--- src/rtl/pac_map.svh ---
// Register offsets, field positions, reset values and codes of the amplifier control
`ifndef PAC_MAP_SVH
`define PAC_MAP_SVH
`define PAC_ADDR_W 8
`define PAC_DATA_W 8
`define PAC_OFF_CFG_A 8'h04
`define PAC_OFF_CFG_B 8'h05
`define PAC_OFF_STATUS 8'h01
`define PAC_OFF_RAMP_LO 8'h19
`define PAC_OFF_BLK_EN 8'h1a
`define PAC_OFF_STG_CNT 8'h1b
`define PAC_OFF_TUNE_DUTY 8'h1f
`define PAC_RST_CFG_A 8'h06
`define PAC_RST_CFG_B 8'h25
`define PAC_RST_RAMP_LO 8'h80
`define PAC_RST_BLK_EN 8'h00
`define PAC_RST_STG_CNT 8'h00
`define PAC_RST_TUNE_DUTY 8'h20
`define PAC_BIT_DISARM 4
`define PAC_BIT_BAND_HI 3
`define PAC_BIT_BAND_LO 2
`define PAC_BIT_RAMP_EN 4
`define PAC_BIT_KEY1 5
`define PAC_BIT_KEY2 6
`define PAC_BIT_DUTY_OFF 6
`define PAC_BIT_DUTY_HI 5
`define PAC_BIT_DUTY_LO 4
`define PAC_BIT_TUNE_HI 3
`define PAC_BIT_TUNE_LO 0
`define PAC_BIT_BLK2_HI 7
`define PAC_BIT_BLK2_LO 5
`define PAC_BIT_BLK1_HI 4
`define PAC_BIT_BLK1_LO 2
`define PAC_BIT_RDIV_HI 1
`define PAC_BIT_RDIV_LO 0
`define PAC_BIT_CNT2_HI 7
`define PAC_BIT_CNT2_LO 4
`define PAC_BIT_CNT1_HI 3
`define PAC_BIT_CNT1_LO 0
`define PAC_BIT_ST_BROWN 2
`define PAC_BIT_ST_PAR 1
`define PAC_BIT_ST_LOCK 0
`define PAC_ST_FIXED 8'h80
`define PAC_MAX_STAGES 4'hb
`define PAC_RDIV_ZERO 10'h000
`endif

--- src/rtl/pac_pkg.sv ---
// Types shared by the amplifier control block
package pac_pkg;
  // Duty cycle applied to the amplifier
  typedef enum logic [2:0] {
    PAC_DUTY_50,
    PAC_DUTY_43,
    PAC_DUTY_39,
    PAC_DUTY_35,
    PAC_DUTY_31,
    PAC_DUTY_33
  } pac_duty_t;

  // Error events from the monitors
  typedef struct packed {
    logic brownout;
    logic parity;
    logic lock;
  } pac_err_t;

  // Drive to the amplifier core
  typedef struct packed {
    logic [10:0] stages;
    logic [2:0] blocks;
    logic [3:0] tuning_caps;
    pac_duty_t duty;
  } pac_drive_t;
endpackage : pac_pkg

--- src/rtl/pac_ctrl.sv ---
// Power amplifier control: ASK keying, ramping, power sets, duty, tuning, cutoff
`include "pac_map.svh"
module pac_ctrl #(
  parameter int NUM_STAGES = 11,
  parameter int DIV_W = 10
) (
  // Clock and reset
  input wire logic i_clock,
  input wire logic i_rst_n,
  // Register port
  input wire logic i_wr_en,
  input wire logic i_rd_en,
  input wire logic [`PAC_ADDR_W-1:0] i_addr,
  input wire logic [`PAC_DATA_W-1:0] i_wr_data,
  output logic [`PAC_DATA_W-1:0] o_rd_data,
  // Transmission control
  input wire logic i_tx_active,
  input wire logic i_set_select,
  input wire logic i_tx_data,
  // Error events from the monitors
  input wire pac_pkg::pac_err_t i_err,
  // Amplifier drive
  output pac_pkg::pac_drive_t o_drive,
  output logic o_cutoff
);
  // Configuration registers
  logic [`PAC_DATA_W-1:0] cfg_a;
  logic [`PAC_DATA_W-1:0] cfg_b;
  logic [`PAC_DATA_W-1:0] ramp_lo;
  logic [`PAC_DATA_W-1:0] blk_en;
  logic [`PAC_DATA_W-1:0] stg_cnt;
  logic [`PAC_DATA_W-1:0] tune_duty;
  // Status flags and cutoff
  pac_pkg::pac_err_t err_flags;
  logic cutoff;
  // Synchronised inputs
  logic [1:0] data_sync;
  logic [1:0] tx_sync;
  logic [1:0] sel_sync;
  logic [2:0] err_sync0;
  logic [2:0] err_sync1;
  logic data_s;
  logic tx_s;
  logic sel_s;
  pac_pkg::pac_err_t err_s;
  // Ramp state
  logic [3:0] level;
  logic [3:0] target;
  logic [3:0] next_level;
  logic step_tick;
  logic ramping;
  // Selected setting
  logic [DIV_W-1:0] ramp_div;
  logic [2:0] sel_blocks;
  logic [3:0] sel_count;
  logic sel_ask;
  logic ramp_on;
  logic low_band;
  pac_pkg::pac_duty_t next_duty;
  logic [NUM_STAGES-1:0] next_stages;

  // Saturate a stage count to the stage total
  function automatic logic [3:0] pac_sat(input logic [3:0] cnt);
    pac_sat = (cnt > `PAC_MAX_STAGES) ? `PAC_MAX_STAGES : cnt;
  endfunction : pac_sat

  // Thermometer code of a stage count
  function automatic logic [NUM_STAGES-1:0] pac_therm(input logic [3:0] cnt);
    for (int i = 0; i < NUM_STAGES; i++)
    begin
      pac_therm[i] = (4'(i) < cnt);
    end
  endfunction : pac_therm

  // Two-stage synchronisers for pin inputs
  always_ff @(posedge i_clock)
  begin
    if (!i_rst_n)
    begin
      data_sync <= 2'h0;
      tx_sync <= 2'h0;
      sel_sync <= 2'h0;
      err_sync0 <= 3'h0;
      err_sync1 <= 3'h0;
    end
    else
    begin
      data_sync <= {data_sync[0], i_tx_data};
      tx_sync <= {tx_sync[0], i_tx_active};
      sel_sync <= {sel_sync[0], i_set_select};
      err_sync0 <= i_err;
      err_sync1 <= err_sync0;
    end
  end

  // Only the second flop of each synchroniser feeds the logic
  assign data_s = data_sync[1];
  assign tx_s = tx_sync[1];
  assign sel_s = sel_sync[1];
  assign err_s = err_sync1;

  // Register writes; cutoff disarm bit usable any time
  always_ff @(posedge i_clock)
  begin
    if (!i_rst_n)
    begin
      cfg_a <= `PAC_RST_CFG_A;
      cfg_b <= `PAC_RST_CFG_B;
      ramp_lo <= `PAC_RST_RAMP_LO;
      blk_en <= `PAC_RST_BLK_EN;
      stg_cnt <= `PAC_RST_STG_CNT;
      tune_duty <= `PAC_RST_TUNE_DUTY;
    end
    else if (i_wr_en)
    begin
      case (i_addr)
        `PAC_OFF_CFG_A: cfg_a <= i_wr_data;
        `PAC_OFF_CFG_B: cfg_b <= i_wr_data;
        `PAC_OFF_RAMP_LO: ramp_lo <= i_wr_data;
        `PAC_OFF_BLK_EN: blk_en <= i_wr_data;
        `PAC_OFF_STG_CNT: stg_cnt <= i_wr_data;
        `PAC_OFF_TUNE_DUTY: tune_duty <= i_wr_data;
        default: ;
      endcase
    end
  end

  // Sticky error flags, cleared by a status read; set wins
  always_ff @(posedge i_clock)
  begin
    if (!i_rst_n)
    begin
      err_flags <= '0;
    end
    else
    begin
      if (i_rd_en && i_addr == `PAC_OFF_STATUS)
      begin
        err_flags <= err_s;
      end
      else
      begin
        err_flags <= err_flags | err_s;
      end
    end
  end

  // Read mux, registered data
  always_ff @(posedge i_clock)
  begin
    if (!i_rst_n)
    begin
      o_rd_data <= 8'h00;
    end
    else if (i_rd_en)
    begin
      case (i_addr)
        `PAC_OFF_STATUS:
        begin
          o_rd_data <= `PAC_ST_FIXED;
          o_rd_data[`PAC_BIT_ST_BROWN] <= err_flags.brownout;
          o_rd_data[`PAC_BIT_ST_PAR] <= err_flags.parity;
          o_rd_data[`PAC_BIT_ST_LOCK] <= err_flags.lock;
        end
        `PAC_OFF_CFG_A: o_rd_data <= cfg_a;
        `PAC_OFF_CFG_B: o_rd_data <= cfg_b;
        `PAC_OFF_RAMP_LO: o_rd_data <= ramp_lo;
        `PAC_OFF_BLK_EN: o_rd_data <= blk_en;
        `PAC_OFF_STG_CNT: o_rd_data <= stg_cnt;
        `PAC_OFF_TUNE_DUTY: o_rd_data <= tune_duty;
        default: o_rd_data <= 8'h00;
      endcase
    end
  end

  // Cutoff latch: armed cutoff trips on any error until transmission ends or the disarm bit is set
  // Sticky flags from an unread event also trip it, so read status first
  always_ff @(posedge i_clock)
  begin
    if (!i_rst_n)
    begin
      cutoff <= 1'b0;
    end
    else if (!cfg_a[`PAC_BIT_DISARM] && tx_s && (|err_s || |err_flags))
    begin
      cutoff <= 1'b1;
    end
    else if (!tx_s || cfg_a[`PAC_BIT_DISARM])
    begin
      cutoff <= 1'b0;
    end
  end

  // Setting selection from the transmit command
  always_comb
  begin
    ramp_div = {blk_en[`PAC_BIT_RDIV_HI:`PAC_BIT_RDIV_LO], ramp_lo};
    if (sel_s)
    begin
      sel_blocks = blk_en[`PAC_BIT_BLK2_HI:`PAC_BIT_BLK2_LO];
      sel_count = pac_sat(stg_cnt[`PAC_BIT_CNT2_HI:`PAC_BIT_CNT2_LO]);
      sel_ask = cfg_b[`PAC_BIT_KEY2];
    end
    else
    begin
      sel_blocks = blk_en[`PAC_BIT_BLK1_HI:`PAC_BIT_BLK1_LO];
      sel_count = pac_sat(stg_cnt[`PAC_BIT_CNT1_HI:`PAC_BIT_CNT1_LO]);
      sel_ask = cfg_b[`PAC_BIT_KEY1];
    end
    // Ramping applies to keyed settings only; FSK jumps
    ramp_on = cfg_b[`PAC_BIT_RAMP_EN] && sel_ask;
  end

  // Target stage level: keyed by data in ASK, held on in FSK
  always_comb
  begin
    if (!tx_s || cutoff)
    begin
      target = 4'h0;
    end
    else if (sel_ask)
    begin
      target = data_s ? sel_count : 4'h0;
    end
    else
    begin
      target = sel_count;
    end
  end

  // Timer runs only while a step is pending; otherwise it stays cleared
  assign ramping = ramp_on && (level != target) && tx_s && !cutoff;

  // Step timer for the ramp
  pac_ramp_timer #(
    .DIV_W(DIV_W)
  ) u_timer (
    .i_clock(i_clock),
    .i_rst_n(i_rst_n),
    .i_run(ramping),
    .i_divider(ramp_div),
    .o_tick(step_tick)
  );

  // Next stage level: one step per tick when ramping, else jump
  always_comb
  begin
    next_level = level;
    if (!ramp_on || !tx_s || cutoff)
    begin
      next_level = target;
    end
    else if (step_tick && level < target)
    begin
      next_level = level + 4'h1;
    end
    else if (step_tick && level > target)
    begin
      next_level = level - 4'h1;
    end
  end

  // Active stage level
  always_ff @(posedge i_clock)
  begin
    if (!i_rst_n)
    begin
      level <= 4'h0;
    end
    else
    begin
      level <= next_level;
    end
  end

  // Duty selection
  always_comb
  begin
    low_band = (cfg_a[`PAC_BIT_BAND_HI:`PAC_BIT_BAND_LO] == 2'h0);
    if (low_band)
    begin
      next_duty = pac_pkg::PAC_DUTY_33;
    end
    else if (tune_duty[`PAC_BIT_DUTY_OFF])
    begin
      next_duty = pac_pkg::PAC_DUTY_50;
    end
    else
    begin
      case (tune_duty[`PAC_BIT_DUTY_HI:`PAC_BIT_DUTY_LO])
        2'h0: next_duty = pac_pkg::PAC_DUTY_43;
        2'h1: next_duty = pac_pkg::PAC_DUTY_39;
        2'h2: next_duty = pac_pkg::PAC_DUTY_35;
        2'h3: next_duty = pac_pkg::PAC_DUTY_31;
        default: next_duty = pac_pkg::PAC_DUTY_50;
      endcase
    end
  end

  // Next level as a thermometer, so stages switch in order
  assign next_stages = pac_therm(next_level);

  // Registered amplifier drive
  always_ff @(posedge i_clock)
  begin
    if (!i_rst_n)
    begin
      o_drive <= '{stages: '0, blocks: 3'h0, tuning_caps: 4'h0, duty: pac_pkg::PAC_DUTY_50};
      o_cutoff <= 1'b0;
    end
    else
    begin
      o_drive.stages <= next_stages;
      o_drive.blocks <= (tx_s && !cutoff) ? sel_blocks : 3'h0;
      o_drive.tuning_caps <= tune_duty[`PAC_BIT_TUNE_HI:`PAC_BIT_TUNE_LO];
      o_drive.duty <= next_duty;
      o_cutoff <= cutoff;
    end
  end
endmodule : pac_ctrl

--- src/rtl/pac_ramp_timer.sv ---
// Step timer that spaces successive stage switchings
module pac_ramp_timer #(
  parameter int DIV_W = 10
) (
  // Clock and reset
  input wire logic i_clock,
  input wire logic i_rst_n,
  // Control
  input wire logic i_run,
  input wire logic [DIV_W-1:0] i_divider,
  // Step tick
  output logic o_tick
);
  logic [DIV_W-1:0] count;

  // Count divider plus one cycles between ticks
  always_ff @(posedge i_clock)
  begin
    if (!i_rst_n || !i_run)
    begin
      count <= '0;
    end
    else if (count >= i_divider)
    begin
      count <= '0;
    end
    else
    begin
      count <= count + {{(DIV_W-1){1'b0}}, 1'b1};
    end
  end

  assign o_tick = i_run && (count >= i_divider);
endmodule : pac_ramp_timer

--- config.mk ---
export PLATFORM = sky130hd
export DESIGN_NAME = pac_ctrl
export DESIGN_NICKNAME = d
export VERILOG_FILES = /design/src/rtl/pac_pkg.sv /design/src/rtl/pac_ctrl.sv /design/src/rtl/pac_ramp_timer.sv
export VERILOG_INCLUDE_DIRS = /design/src /design/src/rtl
export SDC_FILE = /design/constraint.sdc
export NUM_CORES = 1
export LEC_CHECK = 0
export ABC_AREA = 1
export BUFFER_PORTS_ARGS = -buffer_cell sky130_fd_sc_hd__buf_2
export CAP_MARGIN = 20
export CORE_ASPECT_RATIO = 0.7
export CORE_MARGIN = 4
export CORE_UTILIZATION = 53
export CTS_BUF_LIST = sky130_fd_sc_hd__clkbuf_4 sky130_fd_sc_hd__clkbuf_8 sky130_fd_sc_hd__clkbuf_16
export DETAILED_ROUTE_END_ITERATION = 7
export PLACE_DENSITY = 0.76
export SLEW_MARGIN = 20
export SYNTH_ARGS = -nofsm -noshare
export SYNTH_HDL_FRONTEND = slang
export SYNTH_HIERARCHICAL = 1
export SYNTH_SLANG_ARGS = --single-unit
--- constraint.sdc ---
create_clock -name i_clock -period 2.3 [get_ports i_clock]
set_input_delay 0.69 -clock i_clock [delete_from_list [all_inputs] [get_ports i_clock]]
set_output_delay 0.69 -clock i_clock [all_outputs]
set_load 0.01 [all_outputs]
==> qor.log <==
INFO  hold_path      worst_hold_path_type=reg2reg
INFO  critical_path  required=2570ps
INFO  floorplan      floorplan.die_area=11100µm²
INFO  final_layout   layout.cells.most_common=sky130_fd_sc_hd__nand2_1
INFO  floorplan      fp.dieW=124µm
INFO  critical_path  worst_ep_arrival_time=2800ps
INFO  yosys          post_synth_fa_ha_maj_area_fraction=0.0500
INFO  timing         timing.final.max_slew_violations=0
INFO  routing        drt_pass1_iterations=5
INFO  critical_path  critical_path.max_fanout=8
INFO  yosys          dominant_combinational_cell_family_by_area_after_synthesis=simple AND/OR/NAND/NOR gates
INFO  critical_path  top_family_by_delay_on_critical_path=simple AND/OR/NAND/NOR gates
INFO  yosys          synth.ff_latch_count=107
INFO  timing         timing.final.hold_violations=0
INFO  floorplan      floorplan.initialDensity=0.547
INFO  global_route   met2_resource_use_gr=0.407
INFO  critical_path  path_buf_inv=4
INFO  yosys          ys_types=39
INFO  final_layout   share_of_final_layout_standard_cells_stronger_than_drive_strength_1=0.262
INFO  clock_tree     clock_sinks=107
INFO  yosys          yosys_warnings=6
INFO  placement      place_area=5620µm²
INFO  critical_path  critical_path_class=reg2reg
INFO  flow_run       max_cap_viol_count=0
INFO  global_route   global_route.usage.met3=0.0576
INFO  timing         min_period=2530ps
INFO  critical_path  cpMostUsedCell=sky130_fd_sc_hd__nor2_4
INFO  clock_tree     worstSkewPairLatency=350ps
INFO  global_route   track_usage=0.246
INFO  yosys          mappedNetlistNets=729
INFO  routing        postRouteAntennaNets=0
INFO  floorplan      num_io_pins=56
INFO  timing         maxClockFrequency=395MHz
INFO  timing         period_share=1.10
INFO  global_route   met1_track_utilization_from_global_routing=0.325
INFO  timing         fin_ws=-229ps
INFO  routing        initialDrtViolationCount=428
INFO  floorplan      die-height=89.3µm
INFO  critical_path  crit_path_top_delay_cell=sky130_fd_sc_hd__dfxtp_4
INFO  timing         fin_hold_ws=416ps
INFO  routing        route.detailed.wl_per_inst=14.5µm
INFO  global_route   global_route.peak_usage_layer=met2
INFO  routing        post_detailed_route_drc_marker_count=0
INFO  final_layout   layout_common_cells=140 x sky130_fd_sc_hd__nand2_1, 106 x sky130_fd_sc_hd__dfxtp_1, 89 x sky130_fd_sc_hd__inv_1
INFO  placement      numPortBuffers=55
INFO  floorplan      cell_row_count=29
INFO  critical_path  register_to_register_setup_slack=-230ps
INFO  status         violations=setup timing
INFO  critical_path  path_cells=inv_8, o21ai_4, nor2_4, nor2_4, inv_2, nor2_4, ha_4, nand2_4, nor2_4, nor2_4, nand2_1, inv_2, inv_2, nor2_4, nand3_2, nand3_1, nand3_2, nand2_4, nand2_8, o21ai_1
INFO  status         outcome=complete, but fails checks
INFO  yosys          synthesis.instances=683
INFO  clock_tree     clockRootBuffer=sky130_fd_sc_hd__clkbuf_16
INFO  power_and_ir_drop power.static_leakage=2.84nW
INFO  floorplan      placeableCoreArea=9140µm²
INFO  clock_tree     clkSlewWorstSetupHoldPaths=70ps
INFO  timing         grt_setup_unrepaired=yes
INFO  critical_path  critical_path.endpoint_type=flop
INFO  timing         finClkSkew=7.66ps
INFO  yosys          synthMuxAreaShare=0
INFO  power_and_ir_drop power.ir.vdd_worst=0.000357V
INFO  critical_path  worstSetupStartpointType=flop
INFO  routing        vias=4749
INFO  routing        drt-vias-per-instance=5.24
INFO  yosys          post_synth_and_or_nand_nor_area_fraction=0.280
INFO  yosys          syn-mean-instance-area=7.33µm²
INFO  final_layout   layout.cells.non_filler=906
INFO  placement      place_inst=876
INFO  global_route   initial_antenna_violation_count=0
INFO  clock_tree     cts_tree=done
INFO  clock_tree     cts_buffers=9
INFO  final_layout   design.final.nets=824
INFO  final_layout   flow.area_growth_from_synthesis=23.6%
INFO  timing         timing.setup.tns=-2650ps
INFO  clock_tree     clockBufferDepth=2
INFO  timing         setup_viol=14
INFO  yosys          synth_compound_gate_area_share=0.132
INFO  yosys          sequential_to_total_area_share_from_yosys_stat=0.428
INFO  final_layout   insertedDiodeCount=0
INFO  routing        routed_wirelength=13.2mm
INFO  yosys          synthesis.area=5000µm²
INFO  timing         transition_time_of_the_tightest_slew_check_pin=571ps
INFO  placement      gp_routability_congestion=0.956
INFO  clock_tree     cts.htree.levels=3
INFO  power_and_ir_drop cellPowerDensity=565nW/µm²
INFO  global_route   first_global_vias=4437
INFO  timing         relSlewSlack=0.616
INFO  global_route   grt_pass1_wl=21.1mm
INFO  placement      dp_hpwl=9.42mm
INFO  final_layout   final_area=6180µm²
INFO  yosys          post_synth_xor_area_fraction=0.00875
INFO  global_route   grt_start_max_net_pins=38
INFO  global_route   grt-ovfl-total=0
INFO  critical_path  timing.critical_path.slowest_cell_delay=380ps
==> worst paths after layout <==
kind,start,endpoint,depth (start not counted)
max,sel_sync[1],o_drive[16],20
min,err_sync0[1],err_s[1],2
max reg2reg,sel_sync[1],o_drive[16],20
min reg2reg,err_sync0[1],err_s[1],2
==> state kept, by name, summed over array words and instances (netlist names), 8 cells and up <==
register,cells
o_drive,21
u_timer/count,10
blk_en,8
cfg_a,8
cfg_b,8
o_rd_data,8
ramp_lo,8
stg_cnt,8
tune_duty,8
==> worst reg2reg max path, stage by stage (launching register included) <==
cell and delay, ps:
sky130_fd_sc_hd__dfxtp_4 380, sky130_fd_sc_hd__inv_8 40, sky130_fd_sc_hd__o21ai_4 170, sky130_fd_sc_hd__nor2_4 70
sky130_fd_sc_hd__nor2_4 160, sky130_fd_sc_hd__inv_2 80, sky130_fd_sc_hd__nor2_4 140, sky130_fd_sc_hd__ha_4 220
sky130_fd_sc_hd__nand2_4 60, sky130_fd_sc_hd__nor2_4 40, sky130_fd_sc_hd__nor2_4 90, sky130_fd_sc_hd__nand2_1 70
sky130_fd_sc_hd__inv_2 80, sky130_fd_sc_hd__inv_2 50, sky130_fd_sc_hd__nor2_4 140, sky130_fd_sc_hd__nand3_2 100
sky130_fd_sc_hd__nand3_1 100, sky130_fd_sc_hd__nand3_2 110, sky130_fd_sc_hd__nand2_4 120, sky130_fd_sc_hd__nand2_8 80
sky130_fd_sc_hd__o21ai_1 160
==> cell usage after synthesis (all sizes together) <==
| cell type | n | area (µm²) |
|---|---|---|
| a21o | 1 | 7.51 |
| a21oi | 55 | 275 |
| buf | 12 | 73.8 |
| clkbuf | 6 | 22.5 |
| clkinv | 1 | 3.75 |
| dfxtp | 107 | 2140 |
| ha | 20 | 250 |
| inv | 107 | 404 |
| nand2 | 167 | 659 |
| nand3 | 46 | 245 |
| nand3b | 2 | 15.0 |
| nand4 | 5 | 46.3 |
| nor2 | 64 | 293 |
| nor3 | 12 | 110 |
| nor3b | 1 | 7.51 |
| nor4 | 2 | 18.8 |
| o211ai | 7 | 52.6 |
| o21ai | 61 | 320 |
| o22ai | 1 | 6.26 |
| or2 | 1 | 6.26 |
| xnor2 | 2 | 17.5 |
| xor2 | 3 | 26.3 |
==> kinds of logic (layout without fill, tap and decap cells) <==
group,count (synthesis),in the layout
xor gates and xnor gates,5,5
AOI/OAI and AO/OA,125,125
and+or+nand+nor,300,301
DFF,107,107
adders and majority gates,20,20
buffers and inverters,126,224
==> layer usage <==
layer | share of wire | wire length, µm
met5 | 0 | 0
met4 | 0.018 | 233
met3 | 0.098 | 1290
met2 | 0.45 | 5890
met1 | 0.44 | 5740
==> through the flow <==
stage	power [W]	util	setup slack, ps
after floorplan	0.00201	-	-108
after global placement	0.00208	0.614	-103
after detailed placement	0.00209	0.614	-272
after CTS	0.00350	0.667	-116
after global routing	0.00359	0.676	-385
final	0.00349	0.676	-229
==> final cells by class <==
cell class | instances | area [µm²]
Fill cell | 756 | 2960
Timing Repair Buffer | 101 | 628
Inverter | 108 | 413
Clock inverter | 4 | 28.8
Clock buffer | 11 | 240
Sequential cell | 107 | 2150
Tap cell | 124 | 155
Multi-Input combinational cell | 451 | 2570
==> power by group <==
group | leakage, nW | total [W] | internal, W | switching, W
registers | 0.866 | 0.00188 | 0.00187 | 0.00000922
clock network | 0.128 | 0.00143 | 0.000753 | 0.000678
logic | 1.85 | 0.000183 | 0.0000602 | 0.000122
total | 2.84 | 0.00349 | 0.00268 | 0.000809
==> what timing repair did <==
action | CTS | global route
setup buffers | 12 | 2
gates cloned | 1 | 0
resized for setup | 25 | 20
hold buffers | 0 | 0
pin swaps | 12 | 13
setup endpoints to repair | 14 | 24
Note: power is estimated with default switching activity, not from simulation.
